**src/common/ldr_pkg.sv**
```systemverilog
// constants for the led channel dimming register bank
package ldr_pkg;

  // ----------------------------------------
  // widths
  // ----------------------------------------
  localparam int DUTY_W   = 12;
  localparam int LOW_W    = 4;
  localparam int HIGH_W   = 8;
  localparam int CODE_W   = 6;
  localparam int NUM_SLOT = 4;

  // ----------------------------------------
  // register indices (byte address = 4 * index)
  // ----------------------------------------
  localparam logic [5:0] IDX_CH3_DUTY_LOW     = 6'h11;
  localparam logic [5:0] IDX_CH3_DUTY_HIGH    = 6'h12;
  localparam logic [5:0] IDX_CH4_CURRENT_CODE = 6'h13;
  localparam logic [5:0] IDX_CH4_DUTY_LOW     = 6'h14;
  localparam logic [5:0] IDX_CH4_DUTY_HIGH    = 6'h15;
  localparam logic [5:0] IDX_CH5_CURRENT_CODE = 6'h16;
  localparam logic [5:0] IDX_CH5_DUTY_LOW     = 6'h17;
  localparam logic [5:0] IDX_CH5_DUTY_HIGH    = 6'h18;
  localparam logic [5:0] IDX_CH6_CURRENT_CODE = 6'h19;
  localparam logic [5:0] IDX_CH6_DUTY_LOW     = 6'h1A;
  localparam logic [5:0] IDX_CH6_DUTY_HIGH    = 6'h1B;
  localparam logic [5:0] IDX_CH7_CURRENT_CODE = 6'h1C;
  localparam logic [5:0] IDX_BANK_BASE        = 6'h10;
  localparam logic [5:0] REGS_PER_CH          = 6'h03;

  // ----------------------------------------
  // reset values
  // ----------------------------------------
  localparam logic [LOW_W-1:0]  RST_LOW  = 4'hF;
  localparam logic [HIGH_W-1:0] RST_HIGH = 8'hFF;
  localparam logic [CODE_W-1:0] RST_CODE = 6'h3F;

  // field held at one index
  typedef enum logic [1:0] {
    FLD_CODE = 2'b00,
    FLD_LOW  = 2'b01,
    FLD_HIGH = 2'b10,
    FLD_NONE = 2'b11
  } ldr_field_t;

endpackage

```
**src/rtl/ldr_dimming_regs.sv**
```systemverilog
// apb register bank for led channel dimming, channels 3 to 7
// Function
// - low duty nibble per channel, reset ones
// - high duty byte per channel, reset ones
// - low write staged, high write applies duty
// - six bit current code, full scale 63
// - three registers per channel for channels 4 to 6, fixed order
//
// Chosen here: the APB interface to the registers.
`timescale 1ns/1ps

module ldr_dimming_regs
  import ldr_pkg::*;
#(
  parameter int ADDR_W = 8
)
(
  // clock and reset
  input  wire logic              pclk,
  input  wire logic              presetn,
  // apb slave
  input  wire logic              psel,
  input  wire logic              penable,
  input  wire logic              pwrite,
  input  wire logic [ADDR_W-1:0] paddr,
  input  wire logic [31:0]       pwdata,
  input  wire logic [3:0]        pstrb,
  output logic      [31:0]       prdata,
  output logic                   pready,
  output logic                   pslverr,
  // applied pwm duty values
  output logic      [DUTY_W-1:0] ch3_duty_value,
  output logic      [DUTY_W-1:0] ch4_duty_value,
  output logic      [DUTY_W-1:0] ch5_duty_value,
  output logic      [DUTY_W-1:0] ch6_duty_value,
  // analog current codes
  output logic      [CODE_W-1:0] ch4_current_code,
  output logic      [CODE_W-1:0] ch5_current_code,
  output logic      [CODE_W-1:0] ch6_current_code,
  output logic      [CODE_W-1:0] ch7_current_code,
  // pwm dimming outputs
  output logic                   ch3_dim_pwm,
  output logic                   ch4_dim_pwm,
  output logic                   ch5_dim_pwm,
  output logic                   ch6_dim_pwm
);

  // ----------------------------------------
  // elaboration check
  // ----------------------------------------
  // decode reads the word index from paddr bits 7:2
  if (ADDR_W < 8)
  begin : g_addr_check
    $error("ADDR_W must be at least 8");
  end

  // ----------------------------------------
  // decode
  // ----------------------------------------
  // returns {field, slot}; code slot is channel-4, duty slot channel-3
  function automatic logic [3:0] reg_decode(input logic [5:0] idx);
    logic [5:0] off;
    logic [5:0] grp;
    logic [5:0] pos;
    ldr_field_t fld;
    logic [1:0] slot;
    off  = idx - IDX_BANK_BASE;
    grp  = off / REGS_PER_CH;
    pos  = off % REGS_PER_CH;
    fld  = FLD_NONE;
    slot = 2'h0;
    if (idx >= IDX_CH3_DUTY_LOW && idx <= IDX_CH7_CURRENT_CODE)
    begin
      if (pos == 6'h00)
      begin
        fld  = FLD_CODE;
        slot = 2'(grp - 6'h01);
      end
      else
      begin
        fld  = (pos == 6'h01) ? FLD_LOW : FLD_HIGH;
        slot = grp[1:0];
      end
    end
    return {fld, slot};
  endfunction

  // ----------------------------------------
  // state
  // ----------------------------------------
  logic [LOW_W-1:0]  duty_low_reg  [NUM_SLOT];
  logic [LOW_W-1:0]  duty_low_next [NUM_SLOT];
  logic [HIGH_W-1:0] duty_high_reg [NUM_SLOT];
  logic [HIGH_W-1:0] duty_high_next[NUM_SLOT];
  logic [DUTY_W-1:0] duty_reg      [NUM_SLOT];
  logic [DUTY_W-1:0] duty_next     [NUM_SLOT];
  logic [CODE_W-1:0] code_reg      [NUM_SLOT];
  logic [CODE_W-1:0] code_next     [NUM_SLOT];
  logic [31:0]       prdata_reg;
  logic [31:0]       prdata_next;
  logic              pready_reg;
  logic              pready_next;
  logic              pslverr_reg;
  logic              pslverr_next;
  logic [DUTY_W-1:0] pwm_cnt_reg;
  logic [DUTY_W-1:0] pwm_cnt_next;
  logic [NUM_SLOT-1:0] pwm_reg;
  logic [NUM_SLOT-1:0] pwm_next;

  // ----------------------------------------
  // bus decode
  // ----------------------------------------
  logic       setup;
  logic       wr_en;
  logic       aligned;
  logic [3:0] dec;
  ldr_field_t dec_fld;
  logic [1:0] dec_slot;

  // address is stable over setup and access
  assign setup    = psel & ~penable;
  assign aligned  = (paddr[1:0] == 2'b00) && ((paddr >> 8) == '0);
  assign dec      = reg_decode(paddr[7:2]);
  assign dec_fld  = aligned ? ldr_field_t'(dec[3:2]) : FLD_NONE;
  assign dec_slot = dec[1:0];
  // write lands only at the edge that sees pready
  assign wr_en    = psel & penable & pready_reg & pwrite & pstrb[0]
                    & ~pslverr_reg;

  // ----------------------------------------
  // apb answer
  // ----------------------------------------
  // one cycle access: pready rises in the access phase
  always_comb
  begin
    pready_next  = setup;
    pslverr_next = setup & (dec_fld == FLD_NONE);
    prdata_next  = prdata_reg;
    if (setup)
    begin
      unique case (dec_fld)
        FLD_CODE: prdata_next = {26'h0, code_reg[dec_slot]};
        FLD_LOW:  prdata_next = {28'h0, duty_low_reg[dec_slot]};
        FLD_HIGH: prdata_next = {24'h0, duty_high_reg[dec_slot]};
        FLD_NONE: prdata_next = 32'h0;
      endcase
    end
  end

  always_ff @(posedge pclk or negedge presetn)
  begin
    if (!presetn)
    begin
      prdata_reg  <= 32'h0;
      pready_reg  <= 1'b0;
      pslverr_reg <= 1'b0;
    end
    else
    begin
      prdata_reg  <= prdata_next;
      pready_reg  <= pready_next;
      pslverr_reg <= pslverr_next;
    end
  end

  // ----------------------------------------
  // dimming registers
  // ----------------------------------------
  // write path; upper bits of pwdata simply dropped
  always_comb
  begin
    duty_low_next  = duty_low_reg;
    duty_high_next = duty_high_reg;
    duty_next      = duty_reg;
    code_next      = code_reg;
    if (wr_en)
    begin
      unique case (dec_fld)
        FLD_CODE: code_next[dec_slot] = pwdata[CODE_W-1:0];
        FLD_LOW:  duty_low_next[dec_slot] = pwdata[LOW_W-1:0];
        FLD_HIGH:
        begin
          duty_high_next[dec_slot] = pwdata[HIGH_W-1:0];
          duty_next[dec_slot] = {pwdata[HIGH_W-1:0],
                                 duty_low_reg[dec_slot]};
        end
        FLD_NONE: ;
      endcase
    end
  end

  always_ff @(posedge pclk or negedge presetn)
  begin
    if (!presetn)
    begin
      for (int i = 0; i < NUM_SLOT; i++)
      begin
        duty_low_reg[i]  <= RST_LOW;
        duty_high_reg[i] <= RST_HIGH;
        duty_reg[i]      <= {RST_HIGH, RST_LOW};
        code_reg[i]      <= RST_CODE;
      end
    end
    else
    begin
      duty_low_reg  <= duty_low_next;
      duty_high_reg <= duty_high_next;
      duty_reg      <= duty_next;
      code_reg      <= code_next;
    end
  end

  // ----------------------------------------
  // pwm generation
  // ----------------------------------------
  // full code gives 4095 of 4096, never solid on
  always_comb
  begin
    pwm_cnt_next = pwm_cnt_reg + 12'h001;
    for (int i = 0; i < NUM_SLOT; i++)
    begin
      pwm_next[i] = (pwm_cnt_reg < duty_reg[i]);
    end
  end

  always_ff @(posedge pclk or negedge presetn)
  begin
    if (!presetn)
    begin
      pwm_cnt_reg <= 12'h000;
      pwm_reg     <= 4'h0;
    end
    else
    begin
      pwm_cnt_reg <= pwm_cnt_next;
      pwm_reg     <= pwm_next;
    end
  end

  // ----------------------------------------
  // outputs
  // ----------------------------------------
  assign prdata           = prdata_reg;
  assign pready           = pready_reg;
  assign pslverr          = pslverr_reg;
  assign ch3_duty_value   = duty_reg[0];
  assign ch4_duty_value   = duty_reg[1];
  assign ch5_duty_value   = duty_reg[2];
  assign ch6_duty_value   = duty_reg[3];
  assign ch4_current_code = code_reg[0];
  assign ch5_current_code = code_reg[1];
  assign ch6_current_code = code_reg[2];
  assign ch7_current_code = code_reg[3];
  assign ch3_dim_pwm      = pwm_reg[0];
  assign ch4_dim_pwm      = pwm_reg[1];
  assign ch5_dim_pwm      = pwm_reg[2];
  assign ch6_dim_pwm      = pwm_reg[3];

  // ----------------------------------------
  // assertions
  // ----------------------------------------
  for (genvar k = 0; k < NUM_SLOT; k++)
  begin : g_chk
    property p_low_staged;
      @(posedge pclk) disable iff (!presetn)
      (wr_en && dec_fld == FLD_LOW && dec_slot == k)
      |=> $stable(duty_reg[k])
          && duty_low_reg[k] == $past(pwdata[3:0]);
    endproperty
    a_low_staged: assert property (p_low_staged)
      else $error("low duty write not staged");

    property p_high_apply;
      @(posedge pclk) disable iff (!presetn)
      (wr_en && dec_fld == FLD_HIGH && dec_slot == k)
      |=> duty_reg[k] == {$past(pwdata[7:0]),
                          $past(duty_low_reg[k])};
    endproperty
    a_high_apply: assert property (p_high_apply)
      else $error("high duty write did not apply duty");

    property p_duty_hold;
      @(posedge pclk) disable iff (!presetn)
      !(wr_en && dec_fld == FLD_HIGH && dec_slot == k)
      |=> $stable(duty_reg[k]);
    endproperty
    a_duty_hold: assert property (p_duty_hold)
      else $error("duty changed without high write");
  end

  property p_code_map;
    @(posedge pclk) disable iff (!presetn)
    (wr_en && aligned && paddr[7:2] == IDX_CH5_CURRENT_CODE)
    |=> ch5_current_code == $past(pwdata[5:0])
        && $stable(ch4_current_code);
  endproperty
  a_code_map: assert property (p_code_map)
    else $error("current code write misplaced");

  property p_order;
    @(posedge pclk) disable iff (!presetn)
    (wr_en && aligned && paddr[7:2] == IDX_CH6_DUTY_HIGH)
    |=> ch6_duty_value[11:4] == $past(pwdata[7:0])
        && $stable(ch5_duty_value);
  endproperty
  a_order: assert property (p_order)
    else $error("channel register order wrong");

  property p_code_rsvd;
    @(posedge pclk) disable iff (!presetn)
    (setup && !pwrite && dec_fld == FLD_CODE)
    |=> pready && prdata[31:6] == 26'h0 && !pslverr;
  endproperty
  a_code_rsvd: assert property (p_code_rsvd)
    else $error("reserved code bits read nonzero");

  property p_low_rsvd;
    @(posedge pclk) disable iff (!presetn)
    (setup && !pwrite && dec_fld == FLD_LOW)
    |=> prdata[31:4] == 28'h0
        && prdata[3:0] == $past(duty_low_reg[dec_slot]);
  endproperty
  a_low_rsvd: assert property (p_low_rsvd)
    else $error("low duty read wrong");

  property p_ready;
    @(posedge pclk) disable iff (!presetn)
    setup |=> pready ##1 !pready;
  endproperty
  a_ready: assert property (p_ready)
    else $error("pready not a single access cycle");

endmodule

```
**config.mk**
```make
export PLATFORM = sky130hd
export DESIGN_NAME = ldr_dimming_regs
export DESIGN_NICKNAME = d
export VERILOG_FILES = /design/src/common/ldr_pkg.sv /design/src/rtl/ldr_dimming_regs.sv
export SDC_FILE = /design/constraint.sdc
export NUM_CORES = 1
export LEC_CHECK = 0
export BUFFER_PORTS_ARGS = -buffer_cell sky130_fd_sc_hd__clkbuf_2
export CAP_MARGIN = 10
export CORE_ASPECT_RATIO = 0.5
export CORE_MARGIN = 2
export CORE_UTILIZATION = 54
export DETAILED_ROUTE_END_ITERATION = 6
export GPL_TIMING_DRIVEN = 0
export PLACE_DENSITY = 0.87
export SYNTH_ARGS = -nofsm -noshare
export SYNTH_HDL_FRONTEND = slang
export SYNTH_SLANG_ARGS = --single-unit
```
**constraint.sdc**
```tcl
create_clock -name pclk -period 3 [get_ports pclk]
set_input_delay 0.45 -clock pclk [delete_from_list [all_inputs] [get_ports pclk]]
set_output_delay 0.45 -clock pclk [all_outputs]
set_load 0.01 [all_outputs]
```
# Word level (Yosys, flattened, before mapping)
# Cells that the tools add are included.
[op_classes] n_addsub=3 n_div=2 n_lt_le_gt_ge=8 n_eq_ne=4 muxes=28 n_bitwise=10 n_reduce_logical=8
[op_table] operator="32-bit case mux with 4 select lines" count=1
[op_table] operator="48-bit bitwise mux" count=1
[op_table] operator="12-bit less-than comparator" count=4
[op_table] operator="32-bit bitwise mux" count=1
[op_table] operator="24-bit bitwise mux" count=1
[op_table] operator="12-bit demux with 2-bit select" count=1
[op_table] operator="8-bit two-way mux" count=3
[op_table] operator="6-bit two-way mux" count=3
[op_table] operator="8-bit binary-select mux with 2-bit select" count=1
[op_table] operator="16-bit bitwise mux" count=1
[op_table] operator="8-bit demux with 2-bit select" count=1
[op_table] operator="12-bit by 1-bit adder with 12-bit output, second input constant" count=1
[op_table] operator="6-bit binary-select mux with 2-bit select" count=1
[op_table] operator="6-bit demux with 2-bit select" count=1
[op_table] operator="12-bit two-way mux" count=1
[op_table] operator="2-bit two-way mux" count=6
[op_table] operator="4-bit two-way mux" count=3
[op_table] operator="4-bit binary-select mux with 2-bit select" count=1
[op_table] operator="4-bit demux with 2-bit select" count=1
[op_table] operator="1-bit AND" count=7
[op_table] operator="6-bit by 2-bit divider with 6-bit output, second input constant" count=1
[op_table] operator="6-bit by 1-bit == test with 1-bit output, second input constant" count=1
[op_table] operator="6-bit by 5-bit >= comparator with 1-bit output, second input constant" count=1
[op_table] operator="6-bit by 5-bit <= comparator with 1-bit output, second input constant" count=1
[op_table] operator="other kinds (13)" count=19
[totals] ff_bits=170 input_bits=49 out_inout_bits=110

# Logic depth before layout (Yosys ltp)
# Gate-level depths: netlist of the first run.
[logic_depth] depth_word=11 mapped_depth=26

# Least setup slack after synthesis of the first run
# Ideal clock, no wire load.
[synth_timing] path_type="input to register" start="in paddr[6]" end="reg prdata_reg[0], in the netlist prdata[0]" setup_time_ps=146 t_arrival_ps=5273 t_required_ps=2854 slack_ps=-2419 stages=24 n_path_buf=3 cell_sequence="buf_2 > inv_1 > ha_1 > buf_4 > and2_1 > a221oi_2 > nor3_2 > ha_1 > a2111oi_4 > nor2_1 > a21oi_1 > inv_1 > ha_1 > xnor2_1 > a211oi_1 > a32o_1 > or3_4 > and4_1 > nor2_2 > buf_6 > mux2_1 > a221o_1 > a221oi_2 > a311oi_1"
[synth_via] elab_chain_len=10
[synth_rtl] item="start: declaration" line_no="ldr_dimming_regs.sv:25" source="input wire logic [ADDR_W-1:0] paddr,"
[synth_rtl] item="6-bit by 5-bit subtractor with 6-bit output" line_no="ldr_dimming_regs.sv:67" source="off = idx - IDX_BANK_BASE;"
[synth_rtl] item="6-bit by 2-bit divider with 6-bit output / 6-bit by 2-bit remainder unit with 6-bit output (equally long branches)" line_no="ldr_dimming_regs.sv:68, ldr_dimming_regs.sv:69"
[synth_rtl] item="2-bit by 1-bit subtractor with 2-bit output / 6-bit logical NOT (equally long branches)" line_no="ldr_dimming_regs.sv:77, ldr_dimming_regs.sv:74"
[synth_rtl] item="2-bit two-way mux" line_no="ldr_dimming_regs.sv:74" source="if (pos == 6'h00)"
[synth_rtl] item="2-bit two-way mux" line_no="ldr_dimming_regs.sv:72" source="if (idx >= IDX_CH3_DUTY_LOW && idx <= IDX_CH7_CURRENT_CODE)"
[synth_rtl] item="2-bit inverter with 3-bit output (not written as such)" line_no="ldr_dimming_regs.sv:142, ldr_dimming_regs.sv:143, ldr_dimming_regs.sv:144"
[synth_rtl] item="8-bit binary-select mux with 2-bit select (tied with other cells)" line_no="ldr_dimming_regs.sv:144" source="FLD_HIGH: prdata_next = {24'h0, duty_high_reg[dec_slot]};"
[synth_rtl] item="8-bit two-way mux (not written as such) (tied with other cells) (2 in a row)" line_no="ldr_dimming_regs.sv:144"
[synth_rtl] item="32-bit case mux with 4 select lines *" line_no="ldr_dimming_regs.sv:141" source="unique case (dec_fld)"
[synth_rtl] item="end signal: assignment" line_no="ldr_dimming_regs.sv:160" source="prdata_reg <= prdata_next;"
[synth_rtl] item="end: declaration" line_no="ldr_dimming_regs.sv:99" source="logic [31:0] prdata_reg;"
# Mark *: on every way between the ends. The rest lies on a longest branch, timed or not. The select of a mux whose other input is x is not followed.
# A chain may end at the register's enable or synchronous reset.

# Final worst setup path of the first run
# Ends and elaborated chain as after synthesis.

==> results of run 1 <==
metal layers:
layer | GRT usage | part of all wire | vias to the layer above
met2 | 0.555 | 0.42 | 696
met1 | 0.425 | 0.36 | 3442
met5 | 0 | 0 | -
li1 | - | - | 2751
met3 | 0.113 | 0.13 | 253
met4 | 0.236 | 0.080 | 0
timing repair:
item                                    in CTS  in global routing
pin swaps                                   30                 15
setup buffers                               33                 21
endpoints found under the hold margin        0                  0
endpoints found under the setup margin      96                 96
cloned                                       4                  0
resized for setup                           62                 57
worst reg2reg max path, stage by stage (launching register included):
cell                        delay [ns]
sky130_fd_sc_hd__dfstp_2          0.55
sky130_fd_sc_hd__inv_1            0.05
sky130_fd_sc_hd__ha_1             0.29
sky130_fd_sc_hd__a21o_1           0.17
sky130_fd_sc_hd__a21o_1           0.19
sky130_fd_sc_hd__a21o_1           0.18
sky130_fd_sc_hd__a21o_1           0.21
sky130_fd_sc_hd__a21o_1           0.19
sky130_fd_sc_hd__a21o_1           0.19
sky130_fd_sc_hd__a21o_1           0.18
sky130_fd_sc_hd__a21oi_1          0.20
sky130_fd_sc_hd__nor2b_1          0.07
sky130_fd_sc_hd__o21ai_0          0.27
sky130_fd_sc_hd__o2bb2ai_1        0.17
area by class of cell:
class | count | share of cell area
Clock buffer | 20 | 0.0442
Timing Repair Buffer | 165 | 0.113
Sequential cell | 114 | 0.300
Clock inverter | 11 | 0.0141
Multi-Input combinational cell | 464 | 0.437
Inverter | 54 | 0.0218
Buffer | 53 | 0.0485
Tap cell | 170 | 0.0215
cells in the mapped netlist (9+ instances only):
cell type / instances / area, um2
sky130_fd_sc_hd__ha_1: 49 / 613
sky130_fd_sc_hd__buf_4: 31 / 233
sky130_fd_sc_hd__xnor2_1: 11 / 96.3
sky130_fd_sc_hd__a21oi_1: 18 / 90.1
sky130_fd_sc_hd__nand2b_1: 11 / 68.8
sky130_fd_sc_hd__inv_1: 54 / 203
sky130_fd_sc_hd__nor2b_1: 9 / 56.3
sky130_fd_sc_hd__nor2_1: 24 / 90.1
sky130_fd_sc_hd__nand2_1: 35 / 131
sky130_fd_sc_hd__nand3_1: 15 / 75.1
sky130_fd_sc_hd__mux2_1: 14 / 158
sky130_fd_sc_hd__o21ai_0: 18 / 90.1
sky130_fd_sc_hd__dfstp_2: 88 / 2310
sky130_fd_sc_hd__mux2_2: 79 / 890
sky130_fd_sc_hd__a21o_1: 29 / 218
sky130_fd_sc_hd__and3_1: 10 / 62.6
sky130_fd_sc_hd__dfrtp_1: 26 / 651
sky130_fd_sc_hd__clkbuf_1: 13 / 48.8
metrics by stage:
step | setup WS [ns] | power [mW] | TNS, ns
2_1_floorplan | -2.02 | 2.02 | -158.91
3_3_place_gp | -2.77 | 2.18 | -231.45
3_5_place_dp | -2.87 | 2.20 | -239.93
4_1_cts | -1.54 | 4.35 | -125.56
5_1_grt | -1.94 | 4.70 | -152.93
6_report | -1.79 | 4.62 | -142.57
worst max-delay path by stage:
stage	startpoint	slack, ns	end	depth (start not counted)
after floorplan	paddr[6]	-2.02	prdata[0]	24
after global placement	paddr[6]	-2.77	prdata[1]	24
after detailed placement	paddr[6]	-2.87	prdata[3]	24
after CTS	paddr[6]	-1.54	prdata[0]	25
after global routing	paddr[6]	-1.94	prdata[0]	26
final	paddr[6]	-1.79	prdata[0]	26
power groups by stage:
stage               Sequential [mW]  Clock [mW]  Combinational (mW)
floorplan                      1.59           0               0.431
global placement               1.59           0               0.590
detailed placement             1.59           0               0.608
CTS                            1.57        2.02               0.764
global route                   1.57        2.13                1.01
finish                         1.57        2.08               0.973
logic make-up after synthesis:
kind of cell    synth area share
flops                      0.412
xor+xnor                  0.0207
simple gates               0.103
compound gates             0.151
fa+ha+maj                 0.0853
other cells             0.000522
buf+inv                   0.0766
mux                        0.151
==> reports/results.txt, run 1 <==
For this design, the CTS-stage hold fixing added 0 buffers. The number of different library cells used by synthesis comes to 75. Summing all multi-input logic gate instances after layout gives 4310 um2. Maximum vdd drop: 490 uV. The largest fanout of any net on the critical path was 4; the layout overhead on the synthesized area was 37.3%. For this block, the initial DRC count from the detailed router was 1077. The final instance count without filler cells is 1051.

The total routed wirelength was 28500 um. The logs give 0.769 for the fraction of the core area covered by cells at the end of the flow and 14100 um for the detailed placement HPWL. For the first-pass GRT wire length, the log shows 38500 um. The final reports fail on design-rule violations, negative setup slack.

The synthesized design contains 0 enable-type register cells. The portion of total power attributed to combinational logic is 0.211, and the mean cell area of the mapped netlist is 10.8 um2. The worst slew margin relative to its limit is 0.368. The count of final hold-check violations came out at 0. The period utilization was 1.60. The slowest stage of the critical path is the sky130_fd_sc_hd__or3_4 cell.

The register with the most flip-flops in the layout has 16 of them. The number of pins with negative max-slew slack in the final report was 0. The total area inside the core boundary comes to 12800 um2. For the deepest clock path buffer count, the log shows 2.

Counting stages on the worst path, the most repeated cell is sky130_fd_sc_hd__ha_4. The library cells used most frequently in the layout, excluding fill and tap cells, are 105 x sky130_fd_sc_hd__clkbuf_2, 88 x sky130_fd_sc_hd__dfstp_2, 69 x sky130_fd_sc_hd__buf_4. For this run the aggregate overflow at the end of global routing stands at 0.

Including well taps, the total number of placed cells is 964. The die is 167 um wide. The finished cells cover 9870 um2. The run gives 0 as the warning count from the yosys run. Share of layout cells above drive strength 1: 0.554. Summing all placed instances gives a cell area of 8330 um2. The critical path in this run is classified as input port to flip-flop. The hold slack was 0.160 ns. The worst hold-check path type is input port to asynchronous set/reset pin. The tools report the deepest level of the CTS H-tree as 4.

The overall global routing resource usage was 0.353; the count of vias placed by the detailed router was 7142. In this run the remaining antenna-violating nets after routing total 0. The setup check on the worst reg-to-reg path leaves a slack of 0.02 ns. The sequential-to-total area share from yosys stat was 0.412.

The CTS root buffer was sky130_fd_sc_hd__clkbuf_16. The tool flagged a number of max-cap violations equal to 0. STA puts the critical path data required time at 3.32 ns.

TritonCTS created 17 clock buffers. In the routed layout, each cell is associated on average with a via count of 6.80. The async set or reset register ratio after synthesis was 1.00. The primary flip-flop cell chosen by synthesis mapping was sky130_fd_sc_hd__dfstp_2. The tools report the count of final setup violators as 96. The logs give 967 for the count of nets after finishing and 6791 for the via count of the first global-routing pass. The storage element area is 2960 um2. The clock latency on the worst-skew pair is 0.44 ns, and the longest individual stage delay on the worst path is 0.36 ns. The tools report the final-layout fill cell count as 677. The flow ran to the end, but the final reports show violations. The clock transition time at the flip-flop clock pins of the worst setup and hold paths was 0.06 ns; the power per cell area was 468 nW/um2. After detailed routing, the number of remaining DRC violations is 22. The slew at the pin closest to its max-slew limit is 0.947 ns. The family with the most delay on the worst path was compound AO/OA/AOI/OAI gates.

Entering global routing, the biggest net connects 115 pins. In this run the core area contains 29 standard-cell rows. Based on the critical path, the design can be clocked at up to 209 MHz.

Between clock sinks in the finished design, the worst skew comes to 0.0125 ns. The run gives 4.52 nW as the standby leakage power. From bottom edge to top edge, the die measures 85.6 um. The library cell used most frequently in the layout, excluding fill and tap cells, is sky130_fd_sc_hd__clkbuf_2. The pre-antenna-repair detailed-routing pass consisted of 7 iterations. Count of buffering cells on the critical path with inverters included: 7. The congestion estimate from routability-driven global placement came to 0.943.

The area of the mapped netlist was 7190 um2. STA classifies the critical path startpoint as an input port. The internal power summed over all cells was 3.26 mW. The critical register-to-register path startpoint is ch3_duty_value[1]. Switching part of the total: 0.294.

After synthesis the netlist holds a flip-flop and latch count of 114. After technology mapping, the gate count stands at 664. The portion of total power attributed to the clock network came out at 0.449.

Setup repair after global routing could not meet its margin everywhere. The logs give -1.79 ns for the final setup slack of the worst path and 159 for the total I/O pin count. Dividing the detail-routed wire length by the instance count gives 27.2 um. The die covers 14300 um2.

The number of antenna diodes in the final layout is 0. For the number of antenna violations at the first check in global routing, the log shows 0. Summed over all nets, the switching power comes to 1.36 mW. The run gives 0.340 as the sequential share of power. TritonCTS built the clock tree. The critical path data arrival time came out at 5.10 ns.

The clock net in this run drives a total of 114 sinks. The type of element capturing the critical path is a flip-flop. The minimum clock period is 4.79 ns. The initial standard-cell utilization of the core came out at 0.560. In this run the critical register-to-register path is captured at pwm_reg[0].

The number of cells on the worst reg-to-reg path is 13. Number of buffers inserted by port buffering: 107.
Power figures use the tool's default switching activity.
==> inputs of run 2 (changes only) <==
--- a/config.mk
+++ b/config.mk
@@ -12,7 +12,7 @@
 export CORE_UTILIZATION = 54
 export DETAILED_ROUTE_END_ITERATION = 6
 export GPL_TIMING_DRIVEN = 0
-export PLACE_DENSITY = 0.87
+export PLACE_DENSITY = 0.77
 export SYNTH_ARGS = -nofsm -noshare
 export SYNTH_HDL_FRONTEND = slang
 export SYNTH_SLANG_ARGS = --single-unit
==> reports/results.txt, run 2 (synthesis gave the netlist of run 1 again) <==
Buffers placed on the I/O ports in this run total 107. The longest individual stage delay on the worst path came out at 0.41 ns. The routed design uses 10900 um of met2 wire.

The portion of total power attributed to the clock network was 0.430. The flow ran to the end, but the final reports show violations. By startpoint and endpoint, the worst setup path is classified as input port to flip-flop.

The average wire per cell in the routed design is 22.8 um. 0 antenna diodes ended up in the layout. The clock transition time at the flip-flop clock pins of the worst setup and hold paths was 0.06 ns; the maximum operating frequency was 213 MHz. The first global-routing pass estimated 33100 um of wire. The die covers 14300 um2. In this run the clock root is driven by a sky130_fd_sc_hd__clkbuf_16. The tools report the initial standard-cell utilization of the core as 0.560. The final setup slack of the worst path is -1.71 ns, and the power per cell area is 459 nW/um2.

The share of layout cells above drive strength 1 was 0.559; the via count of the first global-routing pass was 6044. Fill cells in the final layout number 734. After legalization and detailed placement, the total HPWL measured 13900 um.

Number of clock buffers inserted by TritonCTS: 17. The H-tree was split into 4 levels. On the final layout, the worst hold slack is 0.176 ns. The checks that failed: design-rule violations, negative setup slack. The worst slew margin relative to its limit is 0.316, and the count of final setup violators is 96.

The clock passes through at most 2 buffers. The logs give 4.60 mW for the overall power consumption and 3.26 ns for the required time of the critical path. The minimum clock period was 4.71 ns. Of all nets on the critical path, the largest fanout is 4. Once detail routing completed, the nets flagged for antenna violations numbered 0.

The worst setup path is captured at a flip-flop. The largest net degree at the start of global routing is 115. The portion of total power attributed to combinational logic came out at 0.229. Topmost layer with routed signal wires: met4.

The startpoint type of the worst setup path was an input port. In this run the core area contains 29 standard-cell rows. The floorplan core area is 12800 um2. The analysis attributes to net switching a power of 1.39 mW. The switching part of the total was 0.302. The register with the most flip-flops in the layout has 16 of them. The number of pins with negative max-slew slack in the final report came out at 0. Leaving out fill and tap cells, the most frequent cell in the layout is sky130_fd_sc_hd__clkbuf_2. Together, buffers and inverters on the worst path number 6. The count of nets after finishing was 983.

VDD sags by at most 415 uV. For this design the top-level I/O count stands at 159. The count of final hold-check violations came out at 0. In the layout the commonest cells are 105 x sky130_fd_sc_hd__clkbuf_2, 88 x sky130_fd_sc_hd__dfstp_2, 73 x sky130_fd_sc_hd__buf_4. Setup repair after global routing could not meet its margin everywhere. After detailed routing, the wire length on met1 is 10100 um. TritonCTS built the clock tree. The sequential share of power is 0.341, and the count of vias placed by the detailed router is 6542. Using the TritonRoute via totals, the vias-per-cell ratio works out to 6.13. Family with the most delay on the worst path: compound AO/OA/AOI/OAI gates. The number of maximum-capacitance constraint violations was 0.

Summed over all cells, the static leakage comes to 4.59 nW. The total routed wirelength was 24400 um; the overall global routing resource usage was 0.299. The final worst clock skew came out at 0.00947 ns. The period utilization is 1.57, and the routed wire length on met3 is 2450 um. The internal power summed over all cells was 3.21 mW; the number of detailed-routing iterations run before antenna repair was 7. The final estimated routing congestion in global placement was 0.892.

Number of antenna violations at the first check in global routing: 0. The run gives 0 as the overall overflow remaining after global route. The number of remaining DRC errors came out at 9. From left edge to right edge, the die measures 167 um. From synthesis to final layout, the design area changed by 39.4%.

The hold-fix buffer count after cts is 0. The die span in y was 85.6 um. The slowest stage of the critical path belongs to the cell sky130_fd_sc_hd__a221o_2. The detailed router finished its first iteration with 655 violations.

The worst setup slack before clock tree synthesis was -2.98 ns; the clock latency on the worst-skew pair was 0.43 ns. In this run the worst hold path is classified as input port to asynchronous set/reset pin. For the pin with the worst max-slew slack, the measured transition is 1.02 ns. For the worst setup path, the data arrival time is 4.97 ns. Counting every sink on the clock net gives 114.
==> run 2: worst register-to-register path, cell delays in order (launching register included) <==
cell and delay, ns:
sky130_fd_sc_hd__dfstp_2 0.54, sky130_fd_sc_hd__inv_1 0.06, sky130_fd_sc_hd__ha_1 0.30, sky130_fd_sc_hd__a21o_1 0.16, sky130_fd_sc_hd__a21o_1 0.17, sky130_fd_sc_hd__a21o_1 0.17
sky130_fd_sc_hd__a21o_1 0.18, sky130_fd_sc_hd__a21o_1 0.17, sky130_fd_sc_hd__a21o_1 0.21, sky130_fd_sc_hd__a21o_1 0.19, sky130_fd_sc_hd__a21oi_1 0.21, sky130_fd_sc_hd__nor2b_1 0.07
sky130_fd_sc_hd__o21ai_0 0.19, sky130_fd_sc_hd__o2bb2ai_1 0.14
==> run 2: power by group through the flow <==
stage | combinational, mW | sequential (mW) | clock (mW)
6_report | 1.06 | 1.57 | 1.98
5_1_grt | 1.10 | 1.57 | 2.05
4_1_cts | 0.792 | 1.57 | 1.95
3_5_place_dp | 0.612 | 1.59 | 0
3_3_place_gp | 0.595 | 1.59 | 0
2_1_floorplan | 0.431 | 1.59 | 0
==> run 2: cell type report <==
class,count,area (um2),share of cell area
plain buffers,54,499,0.0498
clock inverters,14,130,0.0130
multi-input cells,464,4280,0.427
inverters,54,215,0.0215
repair buffers,180,1280,0.128
flip-flops and latches,114,2960,0.296
well taps,170,213,0.0212
clock buffers,18,439,0.0438
==> run 2: layer usage <==
layer	track usage	vias up
li1	-	2789
met1	0.407	3211
met2	0.487	438
met3	0.0632	104
met4	0.0917	0
met5	0	-
==> run 2: worst paths after layout <==
check                                   from  slack (ns)  cells after the start            endpoint
max reg2reg                ch5_duty_value[1]        0.18                     13          pwm_reg[2]
max                                 paddr[6]       -1.71                     25           prdata[0]
min in group pclk                  pwdata[6]        0.30                      2  ch3_duty_value[10]
max in group asynchronous            presetn        2.21                      1      pwm_cnt_reg[3]
min reg2reg                        prdata[7]        0.53                      2           prdata[7]
min                                  presetn        0.18                      1              pready
==> run 2: timing repair <==
item	4_1_cts	5_1_grt
setup buffers	35	35
gates cloned	3	2
resized for setup	51	71
pin swaps	30	19
endpoints found under the setup margin	96	96
==> run 2: metrics by stage <==
stage                     cells  utilization  area [um2]  setup TNS, ns
after global routing       1068        0.780       10000        -155.26
final                      1068        0.780       10000        -143.34
after global placement      964        0.648        8320        -235.77
after floorplan             687            -        7570        -158.91
after detailed placement    964        0.648        8330        -245.79
after CTS                  1034        0.737        9470        -126.67
==> inputs of run 3 (changes only) <==
--- a/config.mk
+++ b/config.mk
@@ -10,9 +10,11 @@
 export CORE_ASPECT_RATIO = 0.5
 export CORE_MARGIN = 2
 export CORE_UTILIZATION = 54
+export CTS_CLUSTER_SIZE = 24
 export DETAILED_ROUTE_END_ITERATION = 6
 export GPL_TIMING_DRIVEN = 0
 export PLACE_DENSITY = 0.77
+export SKIP_CTS_REPAIR_TIMING = 1
 export SYNTH_ARGS = -nofsm -noshare
 export SYNTH_HDL_FRONTEND = slang
 export SYNTH_SLANG_ARGS = --single-unit
==> reports/results.txt, run 3 (synthesis gave the netlist of run 1 again) <==
The first global-routing pass estimated 30500 um of wire. The layout overhead on the synthesized area is 36.7%, and the final worst clock skew is 0.0138 ns. For this block, the routed nets add up to 22400 um of wire.

The critical path in this run is classified as input port to flip-flop. The net count of the finished layout is 964. The floorplan step set the die width to 167 um. Once detailed placement completed, the half-perimeter wirelength came to 13900 um. For the maximum operating frequency, the log shows 207 MHz.

The slew at the pin closest to its max-slew limit came out at 0.923 ns. The final antenna-violating net count was 0. The floorplan die area was 14300 um2. Clock-pin slew was measured on the worst setup and hold paths at 0.05 ns. The tools report the number of detailed-routing iterations run before antenna repair as 7.

CTS saw 114 sinks. Before CTS, the worst setup slack after placement is -2.98 ns. The floorplan has 29 rows. The min-delay analysis places its worst path in the category input port to asynchronous set/reset pin. Leaving out filler cells and counting taps, the final layout contains 1049. The largest net degree at the start of global routing is 115, and the total I/O pin count is 159. In this run the deepest clock path goes through 2 buffers.

In this run the worst path has a maximum fanout of 5. The final setup slack of the worst path is -1.82 ns, and the maximum vdd drop is 408 uV. The overall overflow remaining after global route is 0, and the worst slew margin relative to its limit is 0.379.

The tools report the number of antenna violations at the first check in global routing as 0. STA classifies the critical path startpoint as an input port. The critical path data arrival time is 5.12 ns. The tree is rooted in a sky130_fd_sc_hd__clkbuf_16.

Setup repair after global routing could not meet its margin everywhere. The initial standard-cell utilization of the core is 0.560. Summed over all cells, the static leakage comes to 4.52 nW.

Counting the buffers created by CTS gives 17. The capture instance of the worst register-to-register path was pwm_reg[3]. The congestion estimate from routability-driven global placement came to 0.892. 0 antenna diodes ended up in the layout. CTS built an H-tree with a depth of 4. The period utilization is 1.61. Dividing the detail-routed wire length by the instance count gives 21.4 um. The run gives 0 as the count of final hold-check violations. Power spread over the standard cell area amounts to 453 nW/um2. The critical register-to-register path startpoint was ch6_duty_value[1].

The later pin in the worst-skew pair is clocked with a latency of 0.43 ns. Counting tap cells, the placed design contains a total of 964 instances. The tools report the overall global routing resource usage as 0.275. The share of layout cells above drive strength 1 came out at 0.548.

Detailed-route vias per instance: 5.99. Register-to-register setup slack: 0.21 ns. The tools report the required time of the critical path as 3.30 ns. The count of vias placed by the detailed router is 6280. Setup violations remaining at the end of the flow were counted as 96. For the number of pins with negative max-slew slack in the final report, the log shows 0. The number of remaining DRC errors is 8, and the number of maximum-capacitance constraint violations is 0. The die is 85.6 um tall. The flow ran to the end, but the final reports show violations. The minimum clock period came out at 4.82 ns. The final reports fail on design-rule violations, negative setup slack. The number of DRC markers in iteration 0 was 543; the number of flip-flops under the largest register name was 16. STA classifies the critical path endpoint as a flip-flop. The number of buffers inserted by port buffering was 107.

The via count of the first global-routing pass was 5750. The top cell types in the final layout, fill and taps aside, are 105 x sky130_fd_sc_hd__clkbuf_2, 88 x sky130_fd_sc_hd__dfstp_2, 69 x sky130_fd_sc_hd__buf_4. The most common library cell in the layout ignoring fill and taps is sky130_fd_sc_hd__clkbuf_2. The total area inside the core boundary comes to 12800 um2.

Counting cells, the worst reg-to-reg path comes to 13. TritonCTS built the clock tree.
## run 3: cell type report
type / count / area [um2]
sequential: 114 / 2960
buffer: 54 / 485
inverter: 54 / 215
timing repair buffer: 161 / 1050
tap: 170 / 213
clock buffer: 18 / 439
clock inverter: 14 / 130
fill: 775 / 3020
multi-input combinational: 464 / 4330
## run 3: per-stage QoR
step | setup TNS [ns] | power [mW] | hold WS [ns] | cell area [um2] | utilization
CTS | -207.41 | 4.14 | 0.208 | 8900 | 0.693
global placement | -235.77 | 2.18 | 0.497 | 8320 | 0.648
global route | -159.36 | 4.57 | 0.243 | 9830 | 0.765
finish | -147.28 | 4.45 | 0.136 | 9830 | 0.765
floorplan | -158.91 | 2.02 | 0.154 | 7570 | -
detailed placement | -245.79 | 2.20 | 0.497 | 8330 | 0.648
## run 3: worst max-delay path by stage
stage	startpoint	to	slack, ns	cells after the start
global placement	paddr[6]	prdata[1]	-2.84	24
global route	paddr[6]	prdata[4]	-1.95	27
detailed placement	paddr[6]	prdata[3]	-2.98	24
finish	paddr[6]	prdata[4]	-1.82	27
floorplan	paddr[6]	prdata[0]	-2.02	24
CTS	paddr[6]	prdata[3]	-2.59	24
## run 3: power breakdown
group	switching [mW]	internal [mW]	total [mW]
logic	0.518	0.403	0.921
registers	0.00915	1.56	1.57
clock network	0.800	1.17	1.97
total	1.33	3.13	4.45
## run 3: critical path, cell delays in order
cell and delay (ns):
sky130_fd_sc_hd__buf_8 0.08, sky130_fd_sc_hd__buf_12 0.11, sky130_fd_sc_hd__clkinv_8 0.04, sky130_fd_sc_hd__ha_4 0.24, sky130_fd_sc_hd__buf_8 0.13, sky130_fd_sc_hd__and2_4 0.15, sky130_fd_sc_hd__a221oi_4 0.27, sky130_fd_sc_hd__nor3_4 0.08
sky130_fd_sc_hd__ha_4 0.19, sky130_fd_sc_hd__a2111oi_4 0.30, sky130_fd_sc_hd__nor2_1 0.10, sky130_fd_sc_hd__a21oi_2 0.19, sky130_fd_sc_hd__inv_2 0.08, sky130_fd_sc_hd__ha_4 0.18, sky130_fd_sc_hd__xnor2_2 0.13, sky130_fd_sc_hd__a211oi_2 0.05
sky130_fd_sc_hd__a32o_2 0.26, sky130_fd_sc_hd__or3_4 0.37, sky130_fd_sc_hd__a31oi_4 0.29, sky130_fd_sc_hd__nor2_4 0.11, sky130_fd_sc_hd__buf_4 0.15, sky130_fd_sc_hd__buf_6 0.11, sky130_fd_sc_hd__clkbuf_16 0.15, sky130_fd_sc_hd__mux2_4 0.29
sky130_fd_sc_hd__a222oi_1 0.35, sky130_fd_sc_hd__nand2b_1 0.17, sky130_fd_sc_hd__o211ai_1 0.09
## run 3: routing by layer
metal | global-route usage | part of all wire | up-vias
met1 | 0.383 | 0.44 | 3149
met4 | 0.0767 | 0.022 | 0
met2 | 0.442 | 0.46 | 334
li1 | - | - | 2743
met5 | 0 | 0 | -
met3 | 0.0577 | 0.078 | 54
